--- src/ebc_pkg.sv ---
package ebc_pkg;

    // Command code groups (upper nibble), low nibble selects the endpoint
    localparam logic [3:0] EBC_GRP_STALL = 4'h4;
    localparam logic [3:0] EBC_GRP_STAT_CLR = 4'h5;
    localparam logic [3:0] EBC_GRP_VALIDATE = 4'h6;
    localparam logic [3:0] EBC_GRP_CLEAR = 4'h7;
    localparam logic [3:0] EBC_GRP_UNSTALL = 4'h8;
    localparam logic [3:0] EBC_GRP_STAT_IMG = 4'hD;
    localparam logic [7:0] EBC_CMD_ACK_SETUP = 8'hF4;

    // Endpoint indices
    localparam logic [3:0] EBC_EP_CTRL_OUT = 4'h0;
    localparam logic [3:0] EBC_EP_CTRL_IN = 4'h1;
    localparam int EBC_NUM_EP = 16;

    // Status byte bit positions
    localparam int EBC_ST_HALT = 7;
    localparam int EBC_ST_FULL1 = 6;
    localparam int EBC_ST_FULL0 = 5;
    localparam int EBC_ST_TOGGLE = 4;
    localparam int EBC_ST_OVERRUN = 3;
    localparam int EBC_ST_SETUP = 2;
    localparam int EBC_ST_HOST_CPU_BUFFER_SELECT = 1;
    localparam logic [7:0] EBC_STATUS_RST = 8'h00;

    // Per-endpoint state
    typedef struct packed {
        logic endpoint_halted;
        logic secondary_buffer_full;
        logic primary_buffer_full;
        logic next_toggle;
        logic setup_overrun;
        logic setup_present;
        logic host_cpu_buffer_select;
        logic irq_pending;
    } ebc_ep_t;

    // Token / packet events from the serial engine, same clock
    typedef struct packed {
        logic setup_start;
        logic setup_done;
        logic out_done;
        logic in_done;
        logic toggle_next;
        logic [3:0] ep;
    } ebc_usb_ev_t;

    // Command port from the processor interface
    typedef struct packed {
        logic valid;
        logic [7:0] code;
    } ebc_cmd_t;

endpackage

--- src/ebc_decode.sv ---
`timescale 1ns/1ps
module ebc_decode
    import ebc_pkg::*;
(
    // Command in
    input wire logic [7:0] code,
    // Decoded strobes
    output logic is_stall,
    output logic is_unstall,
    output logic is_validate,
    output logic is_clear,
    output logic is_stat_img,
    output logic is_stat_clr,
    output logic is_ack_setup
);
    logic [3:0] grp;
    logic [3:0] ep;

    // Plain table decode; holes in ranges decode to nothing
    always_comb begin
        grp = code[7:4];
        ep = code[3:0];
        is_stall = (grp == EBC_GRP_STALL);
        is_unstall = (grp == EBC_GRP_UNSTALL);
        // Control OUT cannot be validated, control IN cannot be cleared
        is_validate = (grp == EBC_GRP_VALIDATE) && (ep != EBC_EP_CTRL_OUT);
        is_clear = (grp == EBC_GRP_CLEAR) && (ep != EBC_EP_CTRL_IN);
        is_stat_img = (grp == EBC_GRP_STAT_IMG);
        is_stat_clr = (grp == EBC_GRP_STAT_CLR);
        is_ack_setup = (code == EBC_CMD_ACK_SETUP);
    end
endmodule

--- src/ebc_cmd_unit.sv ---
`timescale 1ns/1ps
// Functional notes
// - Codes 40h-4Fh set the halt flag of the selected endpoint.
// - Codes 80h-8Fh clear the halt flag of the selected endpoint.
// - SETUP token to a halted control endpoint clears its halt.
// - Leaving halt flushes buffers and resets toggle to DATA0.
// - Codes 61h-6Fh mark selected IN buffer full for next IN.
// - Validate and clear swap CPU buffer on double-buffered endpoints.
// - Codes 70h, 72h-7Fh empty the selected OUT buffer.
// - Received OUT packet sets full; once all buffers full, packets NAKed until clear.
// - Codes D0h-DFh return status copy, clearing only the overrun flag.
// - Status byte: 7 halt, 6/5 full flags, 4 toggle, all reset 0.
// - Bit 3 set on setup setup_overrun; read clears once storing done.
// - Bit 2 shows a setup packet is held.
// - Bit 1 shows CPU buffer: 0 primary, 1 secondary.
// - Setup arrival blocks validate and clear on control endpoints.
// - Codes 50h-5Fh read status and clear endpoint interrupt bit.
module ebc_cmd_unit
    import ebc_pkg::*;
#(
    parameter int NUM_EP = EBC_NUM_EP,
    parameter logic [NUM_EP-1:0] DOUBLE_BUF = '0
) (
    // Clock and reset
    input wire logic clk,
    input wire logic rst_n,
    // Processor command port
    input wire ebc_cmd_t cmd,
    // Serial engine events
    input wire ebc_usb_ev_t usb_ev,
    input wire logic irq_set,
    input wire logic [3:0] irq_ep,
    // Status answer
    output logic [7:0] status_data,
    output logic status_valid,
    // Per-endpoint views for the serial engine
    output logic [NUM_EP-1:0] ep_halted,
    output logic [NUM_EP-1:0] ep_nak,
    output logic [NUM_EP-1:0] ep_in_ready,
    output logic [NUM_EP-1:0] ep_irq,
    output logic setup_lock
);

    typedef struct packed {
        ebc_ep_t [NUM_EP-1:0] ep;
        logic setup_lock;
        logic [7:0] status_data;
        logic status_valid;
        logic [NUM_EP-1:0] halted;
        logic [NUM_EP-1:0] nak;
        logic [NUM_EP-1:0] in_ready;
        logic [NUM_EP-1:0] irq;
        logic [NUM_EP-1:0] storing; // Setup data still being written
    } ebc_state_t;

    ebc_state_t s_q;
    ebc_state_t s_d;
    logic is_stall, is_unstall, is_validate, is_clear;
    logic is_stat_img, is_stat_clr, is_ack_setup;

    ebc_decode u_dec (
        .code(cmd.code),
        .is_stall(is_stall),
        .is_unstall(is_unstall),
        .is_validate(is_validate),
        .is_clear(is_clear),
        .is_stat_img(is_stat_img),
        .is_stat_clr(is_stat_clr),
        .is_ack_setup(is_ack_setup)
    );

    // Status byte image of one endpoint, bit 0 reserved as zero
    function automatic logic [7:0] pack_status(input ebc_ep_t e);
        logic [7:0] b;
        b = EBC_STATUS_RST;
        b[EBC_ST_HALT] = e.endpoint_halted;
        b[EBC_ST_FULL1] = e.secondary_buffer_full;
        b[EBC_ST_FULL0] = e.primary_buffer_full;
        b[EBC_ST_TOGGLE] = e.next_toggle;
        b[EBC_ST_OVERRUN] = e.setup_overrun;
        b[EBC_ST_SETUP] = e.setup_present;
        b[EBC_ST_HOST_CPU_BUFFER_SELECT] = e.host_cpu_buffer_select;
        return b;
    endfunction

    // Flag raised by an engine event this cycle; a clear must not undo it
    function automatic logic fresh_set(input logic q, input logic d);
        return d && !q;
    endfunction

    // Flush an endpoint on leaving halt
    function automatic ebc_ep_t reinit(input ebc_ep_t e);
        ebc_ep_t r;
        r = e;
        r.endpoint_halted = 1'b0;
        r.primary_buffer_full = 1'b0;
        r.secondary_buffer_full = 1'b0;
        r.host_cpu_buffer_select = 1'b0;
        r.next_toggle = 1'b0; // DATA0 next, both directions
        return r;
    endfunction

    ////////////////////////////////////////////////////////////////////////
    // Next-state logic
    always_comb begin
        logic [3:0] sel;
        logic ctrl;
        logic full_now;
        s_d = s_q;
        sel = cmd.code[3:0];
        ctrl = (sel == EBC_EP_CTRL_OUT) || (sel == EBC_EP_CTRL_IN);
        full_now = 1'b0;
        s_d.status_valid = 1'b0;

        // Serial engine events; commands below win on the same endpoint, except over a buffer fill or interrupt raised this cycle
        if (usb_ev.setup_start) begin
            // Setup on a held, unacknowledged setup is an setup_overrun
            if (s_q.ep[usb_ev.ep].setup_present && s_q.setup_lock) begin
                s_d.ep[usb_ev.ep].setup_overrun = 1'b1;
            end
            if (s_q.ep[usb_ev.ep].endpoint_halted) begin
                s_d.ep[usb_ev.ep] = reinit(s_d.ep[usb_ev.ep]);
            end
            s_d.setup_lock = 1'b1;
            s_d.storing[usb_ev.ep] = 1'b1;
        end
        if (usb_ev.setup_done) begin
            s_d.storing[usb_ev.ep] = 1'b0;
            s_d.ep[usb_ev.ep].setup_present = 1'b1;
            s_d.ep[usb_ev.ep].primary_buffer_full = 1'b1;
            s_d.ep[usb_ev.ep].next_toggle = usb_ev.toggle_next;
        end
        if (usb_ev.out_done) begin
            // Fill the primary buffer, or the secondary one when the primary is full on a double-buffered endpoint
            if (DOUBLE_BUF[usb_ev.ep] && s_q.ep[usb_ev.ep].primary_buffer_full)
            begin
                s_d.ep[usb_ev.ep].secondary_buffer_full = 1'b1;
            end else begin
                s_d.ep[usb_ev.ep].primary_buffer_full = 1'b1;
            end
            s_d.ep[usb_ev.ep].next_toggle = usb_ev.toggle_next;
        end
        if (usb_ev.in_done) begin
            if (s_q.ep[usb_ev.ep].primary_buffer_full) begin
                s_d.ep[usb_ev.ep].primary_buffer_full = 1'b0;
            end else begin
                s_d.ep[usb_ev.ep].secondary_buffer_full = 1'b0;
            end
            s_d.ep[usb_ev.ep].next_toggle = usb_ev.toggle_next;
        end
        if (irq_set) begin
            s_d.ep[irq_ep].irq_pending = 1'b1;
        end

        // Processor commands
        if (cmd.valid) begin
            if (is_stall) begin
                s_d.ep[sel].endpoint_halted = 1'b1;
            end
            if (is_unstall && s_q.ep[sel].endpoint_halted) begin
                s_d.ep[sel] = reinit(s_d.ep[sel]);
            end else if (is_unstall) begin
                s_d.ep[sel].endpoint_halted = 1'b0;
            end
            // Control buffers frozen while setup unacknowledged
            if ((is_validate || is_clear) && !(ctrl && s_q.setup_lock)) begin
                full_now = is_validate;
                // A packet landing in this cycle survives the clear
                if (s_q.ep[sel].host_cpu_buffer_select) begin
                    s_d.ep[sel].secondary_buffer_full = full_now ||
                        fresh_set(s_q.ep[sel].secondary_buffer_full,
                        s_d.ep[sel].secondary_buffer_full);
                end else begin
                    s_d.ep[sel].primary_buffer_full = full_now ||
                        fresh_set(s_q.ep[sel].primary_buffer_full,
                        s_d.ep[sel].primary_buffer_full);
                end
                if (is_clear) begin
                    s_d.ep[sel].setup_present = 1'b0;
                end
                if (DOUBLE_BUF[sel]) begin
                    s_d.ep[sel].host_cpu_buffer_select =
                        ~s_q.ep[sel].host_cpu_buffer_select;
                end
            end
            if (is_stat_img || is_stat_clr) begin
                s_d.status_data = pack_status(s_q.ep[sel]);
                s_d.status_valid = 1'b1;
                // Overrun flag drops on read only when storing finished
                if (!s_d.storing[sel]) begin
                    s_d.ep[sel].setup_overrun = 1'b0;
                end
            end
            // A new interrupt in the same cycle survives the clear
            if (is_stat_clr && !(irq_set && irq_ep == sel)) begin
                s_d.ep[sel].irq_pending = 1'b0;
            end
            // A setup arriving with the acknowledge keeps the lock
            if (is_ack_setup && !usb_ev.setup_start) begin
                s_d.setup_lock = 1'b0;
            end
        end

        // Registered per-endpoint views for the engine
        for (int i = 0; i < NUM_EP; i++) begin
            s_d.halted[i] = s_d.ep[i].endpoint_halted;
            s_d.nak[i] = s_d.ep[i].primary_buffer_full &&
                (!DOUBLE_BUF[i] || s_d.ep[i].secondary_buffer_full);
            s_d.in_ready[i] = s_d.ep[i].primary_buffer_full ||
                s_d.ep[i].secondary_buffer_full;
            s_d.irq[i] = s_d.ep[i].irq_pending;
        end
    end

    ////////////////////////////////////////////////////////////////////////
    // State register, all flags clear at reset
    always_ff @(posedge clk or negedge rst_n) begin
        if (!rst_n) begin
            s_q <= '0;
        end else begin
            s_q <= s_d;
        end
    end

    ////////////////////////////////////////////////////////////////////////
    // Outputs straight from flip-flops
    assign status_data = s_q.status_data;
    assign status_valid = s_q.status_valid;
    assign ep_halted = s_q.halted;
    assign ep_nak = s_q.nak;
    assign ep_in_ready = s_q.in_ready;
    assign ep_irq = s_q.irq;
    assign setup_lock = s_q.setup_lock;

endmodule

--- config.mk ---
export PLATFORM = sky130hd
export DESIGN_NAME = ebc_cmd_unit
export DESIGN_NICKNAME = d
export VERILOG_FILES = /design/src/ebc_pkg.sv /design/src/ebc_decode.sv /design/src/ebc_cmd_unit.sv
export SDC_FILE = /design/constraint.sdc
export NUM_CORES = 1
export LEC_CHECK = 0
export ABC_CLOCK_PERIOD_IN_PS = 2940
export BUFFER_PORTS_ARGS = -buffer_cell sky130_fd_sc_hd__clkbuf_2
export CAP_MARGIN = 20
export CORE_MARGIN = 2
export CORE_UTILIZATION = 40
export CTS_BUF_LIST = sky130_fd_sc_hd__clkbuf_8
export CTS_CLUSTER_SIZE = 25
export DETAILED_ROUTE_END_ITERATION = 8
export HOLD_SLACK_MARGIN = 0.05
export RECOVER_POWER = 25
export SYNTH_ARGS = -nofsm -noshare
export SYNTH_HDL_FRONTEND = slang
export SYNTH_SLANG_ARGS = --single-unit
--- constraint.sdc ---
create_clock -name clk -period 2.94 [get_ports clk]
set_clock_uncertainty 0.15 [all_clocks]
set_input_delay 0.147 -clock clk [delete_from_list [all_inputs] [get_ports clk]]
set_output_delay 0.147 -clock clk [all_outputs]
set_load 0.01 [all_outputs]
==> results.txt, run 1 <==
----------------------------------------------------
[Global routing]
  First-pass GRT wire length ... around 82,000 um
  Maximum number of pins on one net before global-route repair ... 65
  All-layer global routing usage ... 37.9%
  Global routing usage on met2 ... between 50% and 60%
  Routing layer with the top usage in global route ... met2
  Antenna violations before repair ... 0
  Met3 Usage GRT ... slightly above 8%
  M1 GR Usage ... between 50% and 60%
  Total congestion overflow after global routing ... 0
  Number of global-route vias before repair ... 12,055

[STA]
  Share of the clock period used by the worst path after layout ... 102%
  Aggregate negative setup slack ... -0.241 ns
  RSZ-0062 raised after global routing ... yes
  Minimum clock period ... 3.00 ns
  Highest clock rate ... ~0.33 GHz
  Final Hold Slack ... 0.102 ns
  Slew Limit Fails ... 121
  Number of failing hold endpoints at the final stage ... 0
  Post-layout worst setup margin ... -0.0581 ns
  Worst slew margin relative to its limit ... -8.13%
  Slew at the pin closest to its max-slew limit ... between 1.5 and 2 ns
  Number of setup violations in the final report ... 9

[Routing]
  Drc violations ... 0
  1st-pass router iterations ... 6
  Number of vias per cell after detailed routing ... approximately 6.4
  Total number of vias ... between 10,000 and 15,000
  Remaining number of nets flagged by the antenna check after routing ... 0
  Wirelength, routed ... 58,100 um
  Detailed router's first-iteration violation count ... 1,745
  DR WL/cell ... between 20 and 30 um

[Setup path]
  Data required time at the worst endpoint ... ~3.2 ns
  R2r setup slk ... -0.06 ns
  Setup crit start ... ep_nak[6]
  Slowest Stage Delay on Critical Path ... roughly 0.62 ns
  Cell with the largest stage delay on the worst path ... sky130_fd_sc_hd__mux4_2
  Data arrival time of the critical path ... ~3.2 ns
  Worst Path Buf+Inv ... 4
  Critical-path maximum fanout ... 8
  Kind of end point of the critical path ... flip-flop
  Startpoint type of the worst setup path ... flip-flop
  Crit-path most repeated cell ... sky130_fd_sc_hd__buf_6
  Crit-path cells ... mux2i_1 > mux4_2 > buf_6 > o22ai_4 > buf_6 > nor2_2 > a22oi_2 > o2111ai_4 > buf_6 > o41ai_4 > buf_4 > nand2b_1
  Path length in cells of the critical path ... 12
  Worst Reg-to-Reg Cells ... 12
  FF-to-FF Start ... ep_nak[6]
  Reg2reg end ... ep_nak[0]
  CP Capture Point ... ep_nak[0]
  Worst setup path class ... flip-flop to flip-flop
  Top Family by Delay on Critical Path ... compound AO/OA/AOI/OAI gates

[Hold path]
  Tightest Hold Check Type ... input port to flip-flop
  Start point of the worst hold path ... irq_ep[2]

[Yosys]
  Count of flip-flops with a built-in enable after synthesis ... 0
  Sequential cell area fraction in the yosys report ... 37.0%
  Cell variety after synth ... 94
  Fraction of registers with async set or reset after synthesis ... 100%
  Post-Synthesis Cell Area ... between 10,000 and 15,000 um2
  Flop and latch count out of synthesis ... between 150 and 200
  Synthesized area per cell ... around 9 um2
  Synth Instances ... about 1,200
  YS warnings ... 0
  Synthesized netlist net count ... between 1,000 and 1,500
  Most instantiated flip-flop cell in the synthesis netlist ... sky130_fd_sc_hd__dfrtp_1

[Cells and area]
  Leading cell type in the layout, fill and taps excluded ... sky130_fd_sc_hd__buf_4
  Nets ... between 1,500 and 2,000
  Post-route cell area ... around 15,000 um2
  Filler-free cell count of the finished design ... slightly below 2,000
  Area grow syn2layout ... 35.6%
  Most used cells in the layout excluding fill and tap cells ... sky130_fd_sc_hd__buf_4, sky130_fd_sc_hd__dfrtp_1, sky130_fd_sc_hd__nand2_1
  Number of fill cells in the layout ... 2,640
  Number of diodes ... 0
  Fraction of layout cells with a size suffix above 1 ... 41.2%

[Place]
  RePlAce Congestion ... ~1.1
  Port bufs ... just under 100
  Dpl cell area ... 14,400 um2
  Placed cells ... 1,925
  Detail Placement HPWL ... approximately 45,000 um

[Floorplanning]
  Die area ... approximately 30,000 um2
  Vertical extent of the die ... between 150 and 200 um
  Initial standard-cell utilization of the core ... about 40%
  Horiz. Die Dim ... between 150 and 200 um
  Cell Rows ... roughly 60
  Ports placed on the boundary ... 99
  Area of the core region ... 27,900 um2

[CTS]
  Clk slew on worst S/H paths ... roughly 0.11 ns
  Depth of the CTS H-tree ... 4
  Later-pin clock latency in the skew report ... 0.51 ns
  Sinks on the clock net ... between 150 and 200
  Cell at the root of the clock tree ... sky130_fd_sc_hd__clkbuf_8
  Maximum clock insertion buffer count ... 2
  CTS tree ... done
  Number of CTS-inserted buffers ... 17

[Flow run]
  Max-cap check violation count ... 2

[Pwr]
  LEAKAGE ... about 6.6 nW
  Power density over the cells ... roughly 520 nW/um2
  Power after layout ... about 8 mW
  Worst supply voltage drop on vdd ... approximately 0.29 mV

[Status]
  Status ... finished with violations
  Failing checks ... capacitance limit, slew limit, setup timing

----------------------------------------------------
==> where the power goes <==
part	leakage [nW]	internal, mW	total (mW)	switching [mW]
clock network	0.190	0.687	1.69	1.00
registers	2.07	2.76	3.02	0.263
logic	4.33	1.57	3.35	1.79
total	6.59	5.01	8.06	3.05
==> kinds of logic after synthesis <==
logic type | count (synthesis) | share of synthesized area [%]
AOI/OAI and AO/OA | 430 | 25.5
muxes | 70 | 10.6
buffers and inverters | 166 | 8.62
and+or+nand+nor | 394 | 17.9
other | 1 | 0.0329
DFF | 169 | 37.0
xor gates and xnor gates | 5 | 0.384
==> what timing repair did <==
item	CTS	global route
hold buffers	13	0
setup buffers	7	9
hold endpoints to repair	184	0
gates resized for setup	42	61
gates cloned	0	1
setup endpoints to repair	58	71
pin swaps	15	27
==> synth_stat cells, drive strengths merged (4+ instances only) <==
| master | number | area (um2) |
|---|---|---|
| o211ai | 16 | 120 |
| o221ai | 19 | 190 |
| o22ai | 65 | 444 |
| mux2i | 24 | 240 |
| o21ai | 65 | 325 |
| nand2b | 10 | 62.6 |
| a32oi | 6 | 52.6 |
| a311oi | 9 | 78.8 |
| and3 | 8 | 50.1 |
| a21boi | 6 | 45.1 |
| buf | 106 | 758 |
| nor4 | 8 | 65.1 |
| a22oi | 28 | 210 |
| nor2 | 106 | 398 |
| and2 | 10 | 65.1 |
| nor4bb | 5 | 50.1 |
| clkbuf | 51 | 191 |
| nor3 | 26 | 145 |
| a221oi | 4 | 35.0 |
| a31oi | 19 | 138 |
| o41ai | 5 | 43.8 |
| or4b | 4 | 40.0 |
| a22o | 6 | 52.6 |
| nand3 | 28 | 140 |
| a21oi | 110 | 551 |
| o31ai | 7 | 66.3 |
| and3b | 6 | 52.6 |
| nor2b | 22 | 138 |
| a21o | 10 | 75.1 |
| mux2 | 7 | 82.6 |
| or2 | 6 | 37.5 |
| dfrtp | 169 | 4230 |
| a211oi | 17 | 133 |
| nand4b | 7 | 61.3 |
| mux4 | 39 | 882 |
| o311ai | 4 | 35.0 |
| inv | 8 | 30.0 |
| nand4 | 4 | 25.0 |
| nand2 | 122 | 470 |
| nor4b | 7 | 101 |
| and4b | 5 | 50.1 |
==> worst reg2reg max path, stage by stage, from the launching register on <==
cell                        delay (ns)
sky130_fd_sc_hd__dfrtp_1          0.40
sky130_fd_sc_hd__mux2i_1          0.08
sky130_fd_sc_hd__mux4_2           0.62
sky130_fd_sc_hd__buf_6            0.19
sky130_fd_sc_hd__o22ai_4          0.11
sky130_fd_sc_hd__buf_6            0.12
sky130_fd_sc_hd__nor2_2           0.04
sky130_fd_sc_hd__a22oi_2          0.25
sky130_fd_sc_hd__o2111ai_4        0.17
sky130_fd_sc_hd__buf_6            0.18
sky130_fd_sc_hd__o41ai_4          0.34
sky130_fd_sc_hd__buf_4            0.17
sky130_fd_sc_hd__nand2b_1         0.06
==> layer usage <==
metal / up-vias / share of wire (%)
li1: 5375 / -
met2: 964 / 43
met1: 6237 / 39
met3: 198 / 11
met4: 0 / 7.2
met5: - / 0
==> worst min path at each step <==
stage / end / slack, ns / depth (start not counted)
2_1_floorplan: ep_halted[0] / -0.30 / 0
3_3_place_gp: s_q[2] / -0.008 / 1
3_5_place_dp: s_q[1] / -0.004 / 1
4_1_cts: setup_lock / 0.07 / 4
5_1_grt: s_q[110] / 0.09 / 5
6_report: ep_irq[1] / 0.10 / 4
==> metrics by stage <==
step / utilization, % / worst slack [ns]
5_1_grt: 55.4 / -0.154
3_5_place_dp: 51.7 / -0.395
2_1_floorplan: - / 0.0382
4_1_cts: 54.3 / -0.0513
3_3_place_gp: 51.7 / -0.395
6_report: 55.4 / -0.0581
==> final cells by class <==
cell class	instances	area [um2]	area share (%)
multi-input combinational	901	6650	42.9
sequential	169	4230	27.3
timing repair buffer	498	3720	24.1
tap	378	473	3.06
clock buffer	17	234	1.51
clock inverter	14	138	0.889
inverter	9	33.8	0.218
==> state kept, by name, summed over array words and instances, names as in the netlist <==
signal / flops
status_valid: 1
ep_halted: 15
setup_lock: 1
s_q: 100
status_data: 7
ep_in_ready: 16
ep_nak: 14
ep_irq: 15
No activity file was read; power rests on OpenSTA's default activity.
==> inputs of run 2 (changes only) <==
SYNTH_HIERARCHICAL = 1   (was default)
==> run 2 against run 1 <==
  * The flow now finishes without violations
  * Utilization shrank 3.2 points
  * Global-route usage grew 2.8 points
  * Maximum frequency grew 2.2%
  * Total power shrank 12%
  * Die area grew 2.3%
  * Setup slack gained 0.063 ns
  * Routed wire length grew 6.7%
  * Critical path depth shrank 4
  * First-iteration DRC count shrank 4.0%
  * Clock power grew 3%
  * Sequential cell count is the same
  * Critical path type unchanged
==> results.txt, run 2 <==
----------------------------------------------------
[Cells and area]
  Fraction of layout cells with a size suffix above 1 ... around 34%
  Most used cells in the layout excluding fill and tap cells ... sky130_fd_sc_hd__buf_4, sky130_fd_sc_hd__dfrtp_1, sky130_fd_sc_hd__nand2_1
  Register with the highest flop count ... s_q
  Fin util ... about 52%
  Area grow syn2layout ... 28.1%
  Number of flip-flops under the largest register name ... 99
  Post-route cell area ... ~15,000 um2
  Leading cell type in the layout, fill and taps excluded ... sky130_fd_sc_hd__buf_4
  Nets ... between 1,500 and 2,000
  Number of diodes ... 0
  Filler-free cell count of the finished design ... 1,976

[Yosys]
  Post-Synthesis Cell Area ... around 12,000 um2
  Synthesized area per cell ... around 9.2 um2
  Top area cells in the synthesized netlist ... sky130_fd_sc_hd__dfrtp_1, sky130_fd_sc_hd__mux4_2, sky130_fd_sc_hd__buf_4
  Most instantiated flip-flop cell in the synthesis netlist ... sky130_fd_sc_hd__dfrtp_1
  Sequential cell area fraction in the yosys report ... between 30% and 40%
  Flop and latch count out of synthesis ... roughly 170
  Synthesized netlist net count ... ~1,300
  Cell with the most instances after synthesis ... sky130_fd_sc_hd__dfrtp_1
  Fraction of registers with async set or reset after synthesis ... 100%
  Top cells by instance count after synthesis ... sky130_fd_sc_hd__dfrtp_1, sky130_fd_sc_hd__nand2_1, sky130_fd_sc_hd__a21oi_1
  Fraction of post-synthesis cell area in the top cell type by area ... 36.2%
  Synth Instances ... 1,272
  YS warnings ... 6
  Count of flip-flops with a built-in enable after synthesis ... 0
  Cell type with the largest total area after synthesis ... sky130_fd_sc_hd__dfrtp_1
  Cell variety after synth ... 90

[STA]
  Slew at the pin closest to its max-slew limit ... ~1.0 ns
  Post-layout worst setup margin ... about 0.0052 ns
  Minimum clock period ... around 2.9 ns
  Worst slew margin relative to its limit ... between 30% and 40%
  Share of the clock period used by the worst path after layout ... about 100%
  Slew Limit Fails ... 0
  Highest clock rate ... 0.341 GHz
  Number of setup violations in the final report ... 0
  Number of failing hold endpoints at the final stage ... 0
  Aggregate negative setup slack ... 0 ns
  Final Hold Slack ... about 0.11 ns

[Place]
  Dpl cell area ... ~15,000 um2
  Detail Placement HPWL ... between 40,000 and 50,000 um
  Placed cells ... slightly below 2,000
  Worst-case setup slack after placement ... -0.156 ns
  Port bufs ... 97
  RePlAce Congestion ... 1.05

[CTS]
  CTS tree ... done
  # Post-CTS Setup Buffers ... 0
  Number of CTS-inserted buffers ... 17
  Clk slew on worst S/H paths ... approximately 0.11 ns
  Later-pin clock latency in the skew report ... around 0.53 ns
  Cell at the root of the clock tree ... sky130_fd_sc_hd__clkbuf_8
  Maximum clock insertion buffer count ... 2
  Sinks on the clock net ... around 170
  Depth of the CTS H-tree ... 4

[Setup path]
  Top Family by Delay on Critical Path ... multiplexers
  Data required time at the worst endpoint ... ~3.2 ns
  Crit-path most repeated cell ... sky130_fd_sc_hd__buf_4
  Worst Path Buf+Inv ... 2
  Slowest Stage Delay on Critical Path ... between 0.4 and 0.5 ns
  Crit-path cells ... mux4_2 > mux2_2 > and3_4 > or2_1 > buf_4 > buf_4 > o32a_1 > o21ai_0
  Worst setup path class ... flip-flop to flip-flop
  Data arrival time of the critical path ... ~3.2 ns
  Critical-path maximum fanout ... 15
  Kind of end point of the critical path ... flip-flop
  Cell with the largest stage delay on the worst path ... sky130_fd_sc_hd__mux4_2
  Startpoint type of the worst setup path ... flip-flop

[Hold path]
  Tightest Hold Check Type ... input port to flip-flop

[Routing]
  Total number of vias ... 12,694
  1st-pass router iterations ... 6
  Drc violations ... 0
  Wirelength, routed ... ~62,000 um
  Remaining number of nets flagged by the antenna check after routing ... 0
  DR WL/cell ... approximately 31 um
  Number of vias per cell after detailed routing ... 6.42
  Detailed router's first-iteration violation count ... about 1,700

[Floorplanning]
  Cell Rows ... 62
  Horiz. Die Dim ... roughly 170 um
  Vertical extent of the die ... around 170 um
  Initial standard-cell utilization of the core ... between 40% and 50%
  Die area ... between 30,000 and 40,000 um2
  Area of the core region ... about 29,000 um2
  Ports placed on the boundary ... 99

[Global routing]
  Antenna violations before repair ... 2
  Maximum number of pins on one net before global-route repair ... 62
  All-layer global routing usage ... roughly two fifths
  Total congestion overflow after global routing ... 0
  First-pass GRT wire length ... 88,100 um
  Number of global-route vias before repair ... 12,455

[Pwr]
  Relative contribution of combinational cells to total power ... about 34%
  Power dissipated by switching net loads ... approximately 2.7 mW
  Power after layout ... just over 7 mW
  Worst supply voltage drop on vdd ... 0.306 mV
  Sequential Power Share ... between 40% and 50%
  Switch share ... roughly 38%
  Proportion of power drawn by the clock network ... between 20 and 25%
  LEAKAGE ... 6.51 nW
  Power density over the cells ... 473 nW/um2
  Internal power component ... 4.41 mW

[Status]
  Status ... complete, no violations

[Flow run]
  Max-cap check violation count ... 0

----------------------------------------------------
==> run 2: area by class of cell <==
cell class | instances | area, um2
inverter | 31 | 116
timing repair buffer | 452 | 3410
multi-input combinational | 908 | 6350
clock buffer | 18 | 248
fill | 2783 | 13700
tap | 384 | 480
sequential | 169 | 4230
clock inverter | 14 | 138
==> run 2: cells by family (layout without fill, tap and decap cells) <==
logic type / after synthesis / after routing / synth area share (%)
AOI/OAI and AO/OA: 436 / 436 / 25.5
xor gates and xnor gates: 6 / 6 / 0.450
buffers and inverters: 195 / 515 / 10.0
DFF: 169 / 169 / 36.2
muxes: 65 / 65 / 10.1
other: 1 / 1 / 0.0321
and+or+nand+nor: 400 / 400 / 17.8
==> run 2: timing repair <==
action                     in CTS  in global routing
gates resized for setup         1                 12
pin swaps                       0                  2
hold buffers                    9                  0
setup endpoints to repair       7                 34
hold endpoints to repair      178                  0
==> run 2: worst paths after layout <==
kind / slack (ns) / from / cells past startpoint / endpoint
min reg2reg: 0.33 / status_data[4] / 2 / status_data[4]
min: 0.11 / irq_ep[0] / 3 / ep_irq[11]
max: 0.005 / ep_halted[2] / 8 / ep_irq[14]
max in group asynchronous: 0.85 / rst_n / 4 / s_q[208]
max reg2reg: 0.005 / ep_halted[2] / 8 / ep_irq[14]
min in group asynchronous: 0.58 / rst_n / 3 / ep_nak[10]
==> run 2: metal layers <==
metal	global-route usage, %	routed length, um	part of all wire [%]
met1	52.1	23800	38
met2	62.4	27500	44
met3	8.96	6110	9.9
met4	26.1	4550	7.3
met5	0	11	0.018
==> run 2: power groups by stage <==
stage | registers (mW) | logic (mW) | clock network, mW
finish | 2.92 | 2.43 | 1.74
global route | 2.93 | 2.57 | 1.84
CTS | 2.91 | 2.40 | 1.76
detailed placement | 2.95 | 2.38 | 0
global placement | 2.96 | 2.37 | 0
floorplan | 2.85 | 1.42 | 0
==> run 2: tightest hold or removal path: stages <==
cell and delay [ns]:
sky130_fd_sc_hd__clkbuf_2 0.20, sky130_fd_sc_hd__a31oi_1 0.21, sky130_fd_sc_hd__o22ai_1 0.17
